### config.mk
export PLATFORM = sky130hd
export DESIGN_NAME = sleep_mode_timing_config
export DESIGN_NICKNAME = d
export VERILOG_FILES = /design/src/ms_tick_divider.v /design/src/motion_sync.v /design/src/sleep_mode_timing_config.v
export VERILOG_INCLUDE_DIRS = /design/src
export SDC_FILE = /design/constraint.sdc
export NUM_CORES = 1
export LEC_CHECK = 0
export ABC_AREA = 0
export BUFFER_PORTS_ARGS = -buffer_cell sky130_fd_sc_hd__buf_2
export CAP_MARGIN = 40
export CORE_MARGIN = 2
export CORE_UTILIZATION = 58
export CTS_CLUSTER_DIAMETER = 150
export DETAILED_ROUTE_END_ITERATION = 6
export GPL_ROUTABILITY_DRIVEN = 0
export GPL_TIMING_DRIVEN = 0
export PLACE_DENSITY = 0.86
export SLEW_MARGIN = 10
export SYNTH_ARGS = -nofsm -noshare
export SYNTH_HDL_FRONTEND = slang
export SYNTH_SLANG_ARGS = --single-unit
### constraint.sdc
create_clock -name clk_i -period 5.3 [get_ports clk_i]
set_input_delay 0 -clock clk_i [delete_from_list [all_inputs] [get_ports clk_i]]
set_output_delay 0 -clock clk_i [all_outputs]
set_load 0.1 [all_outputs]
### src/sleep_timing_map.vh
// register map, reset values and timing constants of the sleep timing block
`ifndef SLEEP_TIMING_MAP_VH
`define SLEEP_TIMING_MAP_VH

////////////////////////////////////////////////////////////////////////////////
// register indices, byte address is four times the index
`define LIGHT_SLEEP_INTERVAL_IDX 8'h0A
`define SLEEP_ENTRY_DELAYS_IDX 8'h0B
`define DEEP_SLEEP_INTERVAL_IDX 8'h0C
`define SLEEP_STATUS_IDX 8'h10

////////////////////////////////////////////////////////////////////////////////
// field positions
`define CODE_HI_MSB 7
`define CODE_HI_LSB 4
`define CODE_LO_MSB 3
`define CODE_LO_LSB 0
`define STAT_LIGHT_BIT 0
`define STAT_DEEP_BIT 1
`define STAT_MOTION_BIT 2

////////////////////////////////////////////////////////////////////////////////
// reset values and fixed lower nibble of the interval registers
`define LIGHT_SLEEP_INTERVAL_RST 8'h72
`define SLEEP_ENTRY_DELAYS_RST 8'h77
`define DEEP_SLEEP_INTERVAL_RST 8'h72
`define INTERVAL_FIXED_NIBBLE 4'h2

////////////////////////////////////////////////////////////////////////////////
// timing: clock rate, tick period and the per-code units in milliseconds
`define CLK_FREQ_HZ 100000000
`define TICK_PERIOD_MS 1
`define TICK_CYCLES ((`CLK_FREQ_HZ / 1000) * `TICK_PERIOD_MS)
`define LIGHT_POLL_UNIT_MS 4
`define DEEP_POLL_UNIT_MS 32
`define LIGHT_ENTRY_UNIT_MS 128
`define DEEP_ENTRY_UNIT_MS 3840

`endif

### src/ms_tick_divider.v
// divider that turns the system clock into a one-cycle millisecond tick
`default_nettype none

module ms_tick_divider #(
	parameter CYCLES = 100000
) (
	input wire clk_i,
	input wire rst_i,
	output wire tick_o
);

	localparam W = (CYCLES > 1) ? $clog2(CYCLES) : 1;
	localparam integer LAST_INT = CYCLES - 1;
	localparam [W-1:0] LAST = LAST_INT[W-1:0];

	reg [W-1:0] count_ff;
	reg tick_ff;

	// free-running count, pulse on wrap
	always @(posedge clk_i) begin
		if (rst_i) begin
			count_ff <= {W{1'b0}};
			tick_ff <= 1'b0;
		end else if (count_ff == LAST) begin
			count_ff <= {W{1'b0}};
			tick_ff <= 1'b1;
		end else begin
			count_ff <= count_ff + {{(W-1){1'b0}}, 1'b1};
			tick_ff <= 1'b0;
		end
	end

	assign tick_o = tick_ff;

endmodule
`default_nettype wire

### src/motion_sync.v
// three-stage synchroniser with agreement filter for the motion pin
`default_nettype none

module motion_sync (
	input wire clk_i,
	input wire rst_i,
	input wire pin_i,
	output wire level_o
);

	reg s1_ff;
	reg s2_ff;
	reg s3_ff;
	reg level_ff;

	// first stage feeds only the second; change taken when stages two and three agree
	always @(posedge clk_i) begin
		if (rst_i) begin
			s1_ff <= 1'b0;
			s2_ff <= 1'b0;
			s3_ff <= 1'b0;
			level_ff <= 1'b0;
		end else begin
			s1_ff <= pin_i;
			s2_ff <= s1_ff;
			s3_ff <= s2_ff;
			if (s2_ff == s3_ff) begin
				level_ff <= s3_ff;
			end
		end
	end

	assign level_o = level_ff;

endmodule
`default_nettype wire

### src/sleep_mode_timing_config.v
// sleep level sequencer with its wishbone-mapped interval and entry registers
//
// Function
// - bits 7 to 4 of the light sleep interval register set the polling interval in light sleep.
// - the light sleep interval is (code+1) times 4 ms, so codes 0 to 15 give 4 ms to 64 ms.
// - after reset the light sleep interval code is 0111, which is 32 ms.
// - bits 7 to 4 of the deep sleep interval register step by 32 ms, giving 32 ms to 512 ms.
`include "sleep_timing_map.vh"
`default_nettype none

module sleep_mode_timing_config #(
	parameter TICK_CYCLES = `TICK_CYCLES,
	parameter LIGHT_POLL_UNIT_MS = `LIGHT_POLL_UNIT_MS,
	parameter DEEP_POLL_UNIT_MS = `DEEP_POLL_UNIT_MS,
	parameter LIGHT_ENTRY_UNIT_MS = `LIGHT_ENTRY_UNIT_MS,
	parameter DEEP_ENTRY_UNIT_MS = `DEEP_ENTRY_UNIT_MS
) (
	input wire clk_i,
	input wire rst_i,
	// wishbone classic slave
	input wire wb_cyc_i,
	input wire wb_stb_i,
	input wire wb_we_i,
	input wire [9:0] wb_adr_i,
	input wire [3:0] wb_sel_i,
	input wire [31:0] wb_dat_i,
	output wire [31:0] wb_dat_o,
	output wire wb_ack_o,
	// motion indication from the sensing core, asynchronous
	input wire motion_i,
	// sleep level and sampling outputs
	output wire light_sleep_level_o,
	output wire deep_sleep_level_o,
	output wire poll_o,
	output wire wake_o
);

	////////////////////////////////////////////////////////////////////////////
	// state codes and widths

	localparam [1:0] ST_NORMAL = 2'b00;
	localparam [1:0] ST_LIGHT = 2'b01;
	localparam [1:0] ST_DEEP = 2'b10;

	localparam [19:0] LIGHT_POLL_UNIT = LIGHT_POLL_UNIT_MS[19:0];
	localparam [19:0] DEEP_POLL_UNIT = DEEP_POLL_UNIT_MS[19:0];
	localparam [19:0] LIGHT_ENTRY_UNIT = LIGHT_ENTRY_UNIT_MS[19:0];
	localparam [19:0] DEEP_ENTRY_UNIT = DEEP_ENTRY_UNIT_MS[19:0];

	// full register reset images, the code nibbles are cut out of these
	// so that a stored nibble never takes the low bits of a whole byte
	localparam [7:0] LIGHT_INTERVAL_RST = `LIGHT_SLEEP_INTERVAL_RST;
	localparam [7:0] ENTRY_DELAYS_RST = `SLEEP_ENTRY_DELAYS_RST;
	localparam [7:0] DEEP_INTERVAL_RST = `DEEP_SLEEP_INTERVAL_RST;

	////////////////////////////////////////////////////////////////////////////
	// helpers

	// span in milliseconds of a four-bit code, (code + 1) units
	function [19:0] span_ms;
		input [3:0] code;
		input [19:0] unit;
		reg [39:0] prod;
		begin
			prod = ({16'h0000, code} + 20'h0_0001) * {20'h0_0000, unit};
			span_ms = prod[19:0];
		end
	endfunction

	// word index match on the byte address
	function idx_hit;
		input [9:0] adr;
		input [7:0] idx;
		begin
			idx_hit = (adr[9:2] == idx);
		end
	endfunction

	////////////////////////////////////////////////////////////////////////////
	// declarations

	reg [3:0] light_sleep_poll_code_ff;
	reg [3:0] deep_sleep_poll_code_ff;
	reg [3:0] light_sleep_entry_code_ff;
	reg [3:0] deep_sleep_entry_code_ff;
	reg ack_ff;
	reg [31:0] rd_data_ff;
	reg [31:0] nxt_rd_data;
	reg [1:0] state_ff;
	reg [1:0] nxt_state;
	reg [19:0] idle_ms_ff;
	reg [19:0] nxt_idle_ms;
	reg [19:0] poll_ms_ff;
	reg [19:0] nxt_poll_ms;
	reg poll_ff;
	reg nxt_poll;
	reg wake_ff;
	reg nxt_wake;
	reg [19:0] poll_span;

	wire ms_tick;
	wire motion;
	wire bus_req;
	wire wr_en;
	wire [19:0] light_entry_span;
	wire [19:0] deep_entry_span;
	wire [7:0] light_interval_rd;
	wire [7:0] entry_rd;
	wire [7:0] deep_interval_rd;
	wire [7:0] status_rd;

	////////////////////////////////////////////////////////////////////////////
	// time base and motion input

	ms_tick_divider #(
		.CYCLES(TICK_CYCLES)
	) u_tick (
		.clk_i(clk_i),
		.rst_i(rst_i),
		.tick_o(ms_tick)
	);

	motion_sync u_motion (
		.clk_i(clk_i),
		.rst_i(rst_i),
		.pin_i(motion_i),
		.level_o(motion)
	);

	////////////////////////////////////////////////////////////////////////////
	// wishbone request decode, one wait state then ack

	assign bus_req = wb_cyc_i & wb_stb_i & ~ack_ff;
	assign wr_en = bus_req & wb_we_i & wb_sel_i[0];

	// ack rises one cycle after the request and drops the next cycle
	always @(posedge clk_i) begin
		if (rst_i) begin
			ack_ff <= 1'b0;
		end else begin
			ack_ff <= bus_req;
		end
	end

	////////////////////////////////////////////////////////////////////////////
	// configuration registers, the interval registers store only their upper code nibbles, the entry register both

	// codes written from byte lane 0, lower interval nibbles are fixed
	always @(posedge clk_i) begin
		if (rst_i) begin
			light_sleep_poll_code_ff <= LIGHT_INTERVAL_RST[`CODE_HI_MSB:`CODE_HI_LSB];
			deep_sleep_poll_code_ff <= DEEP_INTERVAL_RST[`CODE_HI_MSB:`CODE_HI_LSB];
			light_sleep_entry_code_ff <= ENTRY_DELAYS_RST[`CODE_HI_MSB:`CODE_HI_LSB];
			deep_sleep_entry_code_ff <= ENTRY_DELAYS_RST[`CODE_LO_MSB:`CODE_LO_LSB];
		end else if (wr_en) begin
			if (idx_hit(wb_adr_i, `LIGHT_SLEEP_INTERVAL_IDX)) begin
				light_sleep_poll_code_ff <= wb_dat_i[`CODE_HI_MSB:`CODE_HI_LSB];
			end
			if (idx_hit(wb_adr_i, `DEEP_SLEEP_INTERVAL_IDX)) begin
				deep_sleep_poll_code_ff <= wb_dat_i[`CODE_HI_MSB:`CODE_HI_LSB];
			end
			if (idx_hit(wb_adr_i, `SLEEP_ENTRY_DELAYS_IDX)) begin
				light_sleep_entry_code_ff <= wb_dat_i[`CODE_HI_MSB:`CODE_HI_LSB];
				deep_sleep_entry_code_ff <= wb_dat_i[`CODE_LO_MSB:`CODE_LO_LSB];
			end
		end
	end

	////////////////////////////////////////////////////////////////////////////
	// read path

	// lower interval nibble is not stored, it reads back as the fixed pattern whatever the host wrote
	assign light_interval_rd = {light_sleep_poll_code_ff, `INTERVAL_FIXED_NIBBLE};
	assign deep_interval_rd = {deep_sleep_poll_code_ff, `INTERVAL_FIXED_NIBBLE};
	assign entry_rd = {light_sleep_entry_code_ff, deep_sleep_entry_code_ff};
	assign status_rd = {5'b0_0000, motion, (state_ff == ST_DEEP), (state_ff == ST_LIGHT)};

	// read mux, unmapped words read as zero
	always @* begin
		nxt_rd_data = 32'h0000_0000;
		if (idx_hit(wb_adr_i, `LIGHT_SLEEP_INTERVAL_IDX)) begin
			nxt_rd_data = {24'h00_0000, light_interval_rd};
		end else if (idx_hit(wb_adr_i, `SLEEP_ENTRY_DELAYS_IDX)) begin
			nxt_rd_data = {24'h00_0000, entry_rd};
		end else if (idx_hit(wb_adr_i, `DEEP_SLEEP_INTERVAL_IDX)) begin
			nxt_rd_data = {24'h00_0000, deep_interval_rd};
		end else if (idx_hit(wb_adr_i, `SLEEP_STATUS_IDX)) begin
			nxt_rd_data = {24'h00_0000, status_rd};
		end
	end

	// read data registered with a read request, held until the next read request
	always @(posedge clk_i) begin
		if (rst_i) begin
			rd_data_ff <= 32'h0000_0000;
		end else if (bus_req & ~wb_we_i) begin
			rd_data_ff <= nxt_rd_data;
		end
	end

	////////////////////////////////////////////////////////////////////////////
	// spans derived from the codes

	assign light_entry_span = span_ms(light_sleep_entry_code_ff, LIGHT_ENTRY_UNIT);
	assign deep_entry_span = span_ms(deep_sleep_entry_code_ff, DEEP_ENTRY_UNIT);

	// polling span depends on the level the sequencer sits in
	always @* begin
		poll_span = span_ms(light_sleep_poll_code_ff, LIGHT_POLL_UNIT);
		if (state_ff == ST_DEEP) begin
			poll_span = span_ms(deep_sleep_poll_code_ff, DEEP_POLL_UNIT);
		end
	end

	////////////////////////////////////////////////////////////////////////////
	// sleep level sequencer

	// idle counter runs in normal and light sleep, poll counter in both sleep levels
	always @* begin
		nxt_state = state_ff;
		nxt_idle_ms = idle_ms_ff;
		nxt_poll_ms = poll_ms_ff;
		nxt_poll = 1'b0;
		nxt_wake = 1'b0;
		case (state_ff)
			ST_NORMAL: begin
				nxt_poll_ms = 20'h0_0000;
				if (motion) begin
					nxt_idle_ms = 20'h0_0000;
				end else if (ms_tick) begin
					if (idle_ms_ff + 20'h0_0001 >= light_entry_span) begin
						nxt_state = ST_LIGHT;
						nxt_idle_ms = 20'h0_0000;
					end else begin
						nxt_idle_ms = idle_ms_ff + 20'h0_0001;
					end
				end
			end
			ST_LIGHT, ST_DEEP: begin
				if (motion) begin
					nxt_state = ST_NORMAL;
					nxt_idle_ms = 20'h0_0000;
					nxt_poll_ms = 20'h0_0000;
					nxt_wake = 1'b1;
				end else if (ms_tick) begin
					// sample strobe each time the polling span runs out
					if (poll_ms_ff + 20'h0_0001 >= poll_span) begin
						nxt_poll_ms = 20'h0_0000;
						nxt_poll = 1'b1;
					end else begin
						nxt_poll_ms = poll_ms_ff + 20'h0_0001;
					end
					// deep entry time counts from the light sleep entry
					if (state_ff == ST_LIGHT) begin
						if (idle_ms_ff + 20'h0_0001 >= deep_entry_span) begin
							nxt_state = ST_DEEP;
							nxt_idle_ms = 20'h0_0000;
							nxt_poll_ms = 20'h0_0000;
						end else begin
							nxt_idle_ms = idle_ms_ff + 20'h0_0001;
						end
					end
				end
			end
			default: begin
				nxt_state = ST_NORMAL;
				nxt_idle_ms = 20'h0_0000;
				nxt_poll_ms = 20'h0_0000;
			end
		endcase
	end

	// sequencer state and output pulses
	always @(posedge clk_i) begin
		if (rst_i) begin
			state_ff <= ST_NORMAL;
			idle_ms_ff <= 20'h0_0000;
			poll_ms_ff <= 20'h0_0000;
			poll_ff <= 1'b0;
			wake_ff <= 1'b0;
		end else begin
			state_ff <= nxt_state;
			idle_ms_ff <= nxt_idle_ms;
			poll_ms_ff <= nxt_poll_ms;
			poll_ff <= nxt_poll;
			wake_ff <= nxt_wake;
		end
	end

	////////////////////////////////////////////////////////////////////////////
	// outputs

	assign wb_ack_o = ack_ff;
	assign wb_dat_o = rd_data_ff;
	assign light_sleep_level_o = (state_ff == ST_LIGHT);
	assign deep_sleep_level_o = (state_ff == ST_DEEP);
	assign poll_o = poll_ff;
	assign wake_o = wake_ff;

endmodule
`default_nettype wire

==> results.md <==
Critical path:
- The category of the worst setup path capture point is a register.
- The worst setup path is launched from a register.
- The endpoint identified for the worst register-to-register timing path is state_ff[1]$_SDFFE_PP0P_.
- In this run the critical register-to-register path is launched from deep_sleep_entry_code_ff[0]$_SDFFE_PP1P_.
- STA puts the critical path data arrival time at 5.43 ns.
- The number of cells on the worst reg-to-reg path is 23.
- Along the worst path, the maximum fanout reaches 7.
- Among all stages on the critical path, the largest delay is contributed by sky130_fd_sc_hd__fa_1.
- The critical path in this run is classified as register to register.
- Data on the critical path is required at its endpoint by 5.57 ns.
- The largest single stage delay on the critical path is between 0.5 and 0.6 ns.
- Walking the worst path, the cells encountered are ha_2 > xnor2_2 > inv_1 > ha_1 > inv_1 > xnor2_1 > fa_1 > inv_1 > ha_1 > a21oi_2 > o21bai_1 > a21o_1 > a21oi_1 > xor2_1 > ha_1 > nand2_1 > or2_2 > nor3_2 > nor4bb_4 > or3_1 > buf_2 > nand2b_1 > a221oi_1.
- The worst register-to-register path has a setup slack of 0.14 ns.

STA:
- The number of max-slew violations in the final report is 0.
- Adding up every negative setup slack in the final design gives 0 ns.
- The final critical path takes up between 90 and 100% of the cycle.
- The final-report setup violation count is 0.
- Setup slack on the critical path of the routed design comes to around 0.14 ns.
- At the pin with the least slew margin, the transition time is 0.8417 ns.
- The worst hold margin is 0.1176 ns.
- Headroom to the max-slew limit came out at 43.74%.
- The worst path in the final design needs a cycle of 5.164 ns, including I/O delays and setup.
- The count of final hold-check violations is 0.
- The maximum clock rate is 0.1936 GHz.
- The setup skew after layout is about 0.011 ns.

Power and ir drop:
- For this design the static power due to leakage is 2.987 nW.
- The total power density per cell area is 200.0 nW/µm².
- IR analysis of the VDD net gives a maximum drop of ~0.20 mV.

Global route:
- The initial antenna violation count came to 0.
- After global routing the overflow that remains totals 0.
- The number of global-route vias before repair is 5,331.
- The global router's overall resource usage is ~27%.
- The wire length of the first global-routing pass is 24,460 µm.
- Entering global routing, the biggest net connects 16 pins.

Place:
- The worst slack at placement is -0.1012 ns.
- Port buffering added 34 buffers.
- The HPWL reported at the end of detailed placement is 10,470 µm.
- The area after detailed placement is 6297 µm².

Floorplan:
- 89 I/O pins were placed.
- The placeable core area is 9819 µm².
- The initialized floorplan defines 36 standard-cell rows.
- Measured along the y axis, the die boundary spans approximately 100 µm.
- The area of the die is approximately 11,000 µm².
- The die is around 100 µm wide.
- The initial core utilization is 59.82%.

Final layout:
- The sequential cells in the finished layout cover a total of 1829 µm².
- The utilization after layout is 68.79%.
- The finished cells cover around 6800 µm².
- The final-layout fill cell count is 713.
- The number of antenna cells inserted is 0.
- Of the cells placed in the final design, the portion with a size suffix greater than 1 is 13.01%.
- The post-layout net count is 906.
- Summing all multi-input logic gate instances after layout gives 3757 µm².
- The post-synthesis to final-layout area growth is 14.99%.

Synth:
- The flip-flop and latch count after synthesis is 91.
- The synthesized area divided by synthesized cell count is about 8.2 µm².
- The netlist area before placement is 5874 µm².
- Yosys mapped the design onto 61 distinct sky130hd cell types.
- After Yosys synthesis, full adders, half adders and majority gates account for approximately 12% of the synthesized area.
- After Yosys synthesis, XOR and XNOR cells account for 7.157% of the synthesized area.
- For this run, the leading register cell type out of synthesis is sky130_fd_sc_hd__dfxtp_1.
- The number of enable flip-flop cells after synthesis is 0.
- The post-synthesis sequential area ratio is 31.01%.
- In the synthesized netlist the async set-or-reset flop fraction comes to 0%.
- Of the total synthesized cell area, the portion taken by AND, OR, NAND and NOR gates is between 20 and 30%.
- By area, the combinational part of the netlist is dominated by simple AND/OR/NAND/NOR gates.
- The number of warnings issued by yosys is 0.
- Of the post-synthesis cell area, the part taken by muxes is between 3 and 4%.
- The post-synthesis compound-gate area fraction is 13.84%.
- The post-synthesis instance total is 715.

Min path:
- In this run the worst hold path is classified as input port to register.
- The capture endpoint of the worst hold path is wb_dat_o[3]$_SDFFE_PP0P_.
- The number of stages on the worst hold path is 4.
- The source of the worst hold timing path is wb_cyc_i.

Routing:
- The final route contains 5,593 vias.
- The routed design has 14,980 µm of wire.
- The routed length per instance is 15.94 µm.
- The post-detailed-route DRC marker count is 0.
- Using the TritonRoute via totals, the vias-per-cell ratio works out to 5.950.
- The count of nets left with antenna violations once routing finished came out at 0.
- In this run, the number of DRC markers left after iteration 0 of detailed routing was 409.
- The first-pass iteration count of the detailed router is 5.

Clock network:
- The cell at the root of the clock tree is sky130_fd_sc_hd__clkbuf_8.
- The number of clock buffers inserted by TritonCTS is 9.
- The deepest clock path buffer count is 2.
- The sink count of the clock tree is slightly above 90.
- The H-tree was split into 3 levels.
- TritonCTS built the clock tree.
- The later pin in the worst-skew pair is clocked with a latency of 0.38 ns.
- After clock tree synthesis, the clock-pin slew on the worst setup and hold paths is 0.10 ns.

Status:
- The flow ran to the end, and the final reports show no timing, DRC or antenna violations.

Flow run:
- The max-capacitance violation count is 0.
[worst max-delay path: cells and delay by family, from the launching register on]
family | cells | cell delay [ns]
fa+ha+maj | 5 | 1.59
simple gates | 6 | 1.15
compound gates | 5 | 0.95
xor+xnor | 3 | 0.54
buf+inv | 4 | 0.45
flops | 1 | 0.39
[through the flow]
step                      std cells  total power (W)
after floorplan                 738        0.0008364
after global placement          905        0.0008550
after detailed placement        905        0.0008570
after CTS                       934         0.001347
after global routing            940         0.001390
final                           940         0.001351
[layer usage]
| layer | part of all wire, % | GRT usage [%] | vias to the layer above |
|---|---|---|---|
| met5 | 0 | 0 | - |
| met4 | 3.3 | 12.95 | 0 |
| met3 | 7.1 | 4.679 | 62 |
| met2 | 48 | 46.31 | 280 |
| met1 | 41 | 32.65 | 2608 |
| li1 | - | - | 2643 |
[sequential cells by signal, indices dropped and copies added (netlist names), 2 cells and up]
name,count
poll_ms_ff,20
light_sleep_entry_code_ff,4
light_sleep_poll_code_ff,4
deep_sleep_poll_code_ff,4
u_tick.count_ff,17
wb_dat_o,8
deep_sleep_entry_code_ff,4
idle_ms_ff,20
state_ff,2
[worst max path at each step]
| stage | startpoint | end | slack (ns) | cells after the start |
|---|---|---|---|---|
| after detailed placement | deep_sleep_entry_code_ff[0]$_SDFFE_PP1P_ | state_ff[1]$_SDFFE_PP0P_ | -0.10 | 23 |
| after global placement | deep_sleep_entry_code_ff[0]$_SDFFE_PP1P_ | poll_ms_ff[8]$_SDFFE_PP0P_ | 0.05 | 22 |
| final | deep_sleep_entry_code_ff[0]$_SDFFE_PP1P_ | state_ff[1]$_SDFFE_PP0P_ | 0.14 | 23 |
| after floorplan | deep_sleep_entry_code_ff[0]$_SDFFE_PP1P_ | poll_ms_ff[3]$_SDFFE_PP0P_ | 0.55 | 22 |
| after CTS | deep_sleep_entry_code_ff[0]$_SDFFE_PP1P_ | state_ff[1]$_SDFFE_PP0P_ | 0.01 | 22 |
| after global routing | deep_sleep_entry_code_ff[0]$_SDFFE_PP1P_ | state_ff[1]$_SDFFE_PP0P_ | -0.02 | 23 |
[kinds of logic after synthesis]
kind of cell	Yosys count
simple gates	298
compound gates	116
fa+ha+maj	52
buf+inv	91
other cells	1
flops	91
xor+xnor	48
mux	18
[repair_timing]
action	in CTS	in global routing
setup endpoints to repair	28	29
pin swaps	0	3
resized for setup	5	10
endpoints found under the hold margin	20	0
hold buffers	13	0
setup buffers	0	6
[final cells by class]
| type | instances | area share [%] |
|---|---|---|
| inverter | 37 | 2.056 |
| multi-input combinational | 556 | 55.62 |
| timing repair buffer | 53 | 5.112 |
| sequential | 91 | 27.08 |
| clock inverter | 4 | 0.8335 |
| clock buffer | 12 | 2.149 |
| tap | 133 | 2.463 |
| buffer | 54 | 4.686 |
[layout by cell type (no fill, tap or decap), types with 5 or more instances in the layout]
master | Yosys | layout
sky130_fd_sc_hd__ha_1 | 48 | 46
sky130_fd_sc_hd__clkbuf_1 | 22 | 24
sky130_fd_sc_hd__buf_2 | 4 | 38
sky130_fd_sc_hd__conb_1 | 1 | 24
sky130_fd_sc_hd__a22o_1 | 6 | 6
sky130_fd_sc_hd__or3_1 | 9 | 9
sky130_fd_sc_hd__nor4_1 | 11 | 11
sky130_fd_sc_hd__inv_1 | 37 | 37
sky130_fd_sc_hd__and2_1 | 16 | 16
sky130_fd_sc_hd__a31oi_1 | 8 | 8
sky130_fd_sc_hd__clkbuf_8 | 0 | 10
sky130_fd_sc_hd__o21bai_1 | 5 | 5
sky130_fd_sc_hd__dfxtp_1 | 91 | 89
sky130_fd_sc_hd__and4_1 | 7 | 7
sky130_fd_sc_hd__o21ai_0 | 15 | 15
sky130_fd_sc_hd__nand2_1 | 61 | 61
sky130_fd_sc_hd__nand3_1 | 56 | 56
sky130_fd_sc_hd__dlygate4sd3_1 | 0 | 13
sky130_fd_sc_hd__a211oi_1 | 9 | 8
sky130_fd_sc_hd__nand2b_1 | 7 | 7
sky130_fd_sc_hd__nor3_1 | 7 | 6
sky130_fd_sc_hd__xnor2_1 | 23 | 22
sky130_fd_sc_hd__a22oi_1 | 11 | 11
sky130_fd_sc_hd__and3_1 | 8 | 8
sky130_fd_sc_hd__xor2_1 | 25 | 24
sky130_fd_sc_hd__buf_4 | 26 | 31
sky130_fd_sc_hd__nand4_1 | 14 | 14
sky130_fd_sc_hd__a21oi_1 | 31 | 30
sky130_fd_sc_hd__nor2_1 | 77 | 77
sky130_fd_sc_hd__mux2i_1 | 18 | 18
[cell usage after synthesis (all sizes together), types with 5 or more instances]
| master | n | area (µm²) |
|---|---|---|
| a211oi | 9 | 67.56 |
| inv | 37 | 138.9 |
| nand2 | 61 | 229.0 |
| a22o | 6 | 52.55 |
| nand2b | 7 | 43.79 |
| nor2 | 77 | 289.0 |
| a21oi | 32 | 171.4 |
| nand3 | 57 | 297.8 |
| clkbuf | 22 | 82.58 |
| a22oi | 11 | 82.58 |
| mux2i | 18 | 180.2 |
| dfxtp | 91 | 1822 |
| o21ai | 17 | 85.08 |
| o21bai | 5 | 37.54 |
| xnor2 | 23 | 201.4 |
| a31oi | 8 | 50.05 |
| xor2 | 25 | 219.0 |
| and4 | 7 | 61.31 |
| nor3 | 7 | 35.03 |
| or3 | 10 | 67.56 |
| and3 | 8 | 50.05 |
| buf | 32 | 230.2 |
| nand4 | 14 | 87.58 |
| and2 | 16 | 100.1 |
| nor4 | 11 | 68.82 |
| ha | 48 | 600.6 |
[power by group]
group | switching, W | leakage, nW | total, W | internal [W]
registers | 0.00000349 | 0.735 | 0.000691 | 0.000688
logic | 0.000125 | 2.15 | 0.000160 | 0.0000354
clock network | 0.000263 | 0.102 | 0.000500 | 0.000237
No activity file was read; power rests on OpenSTA's default activity.
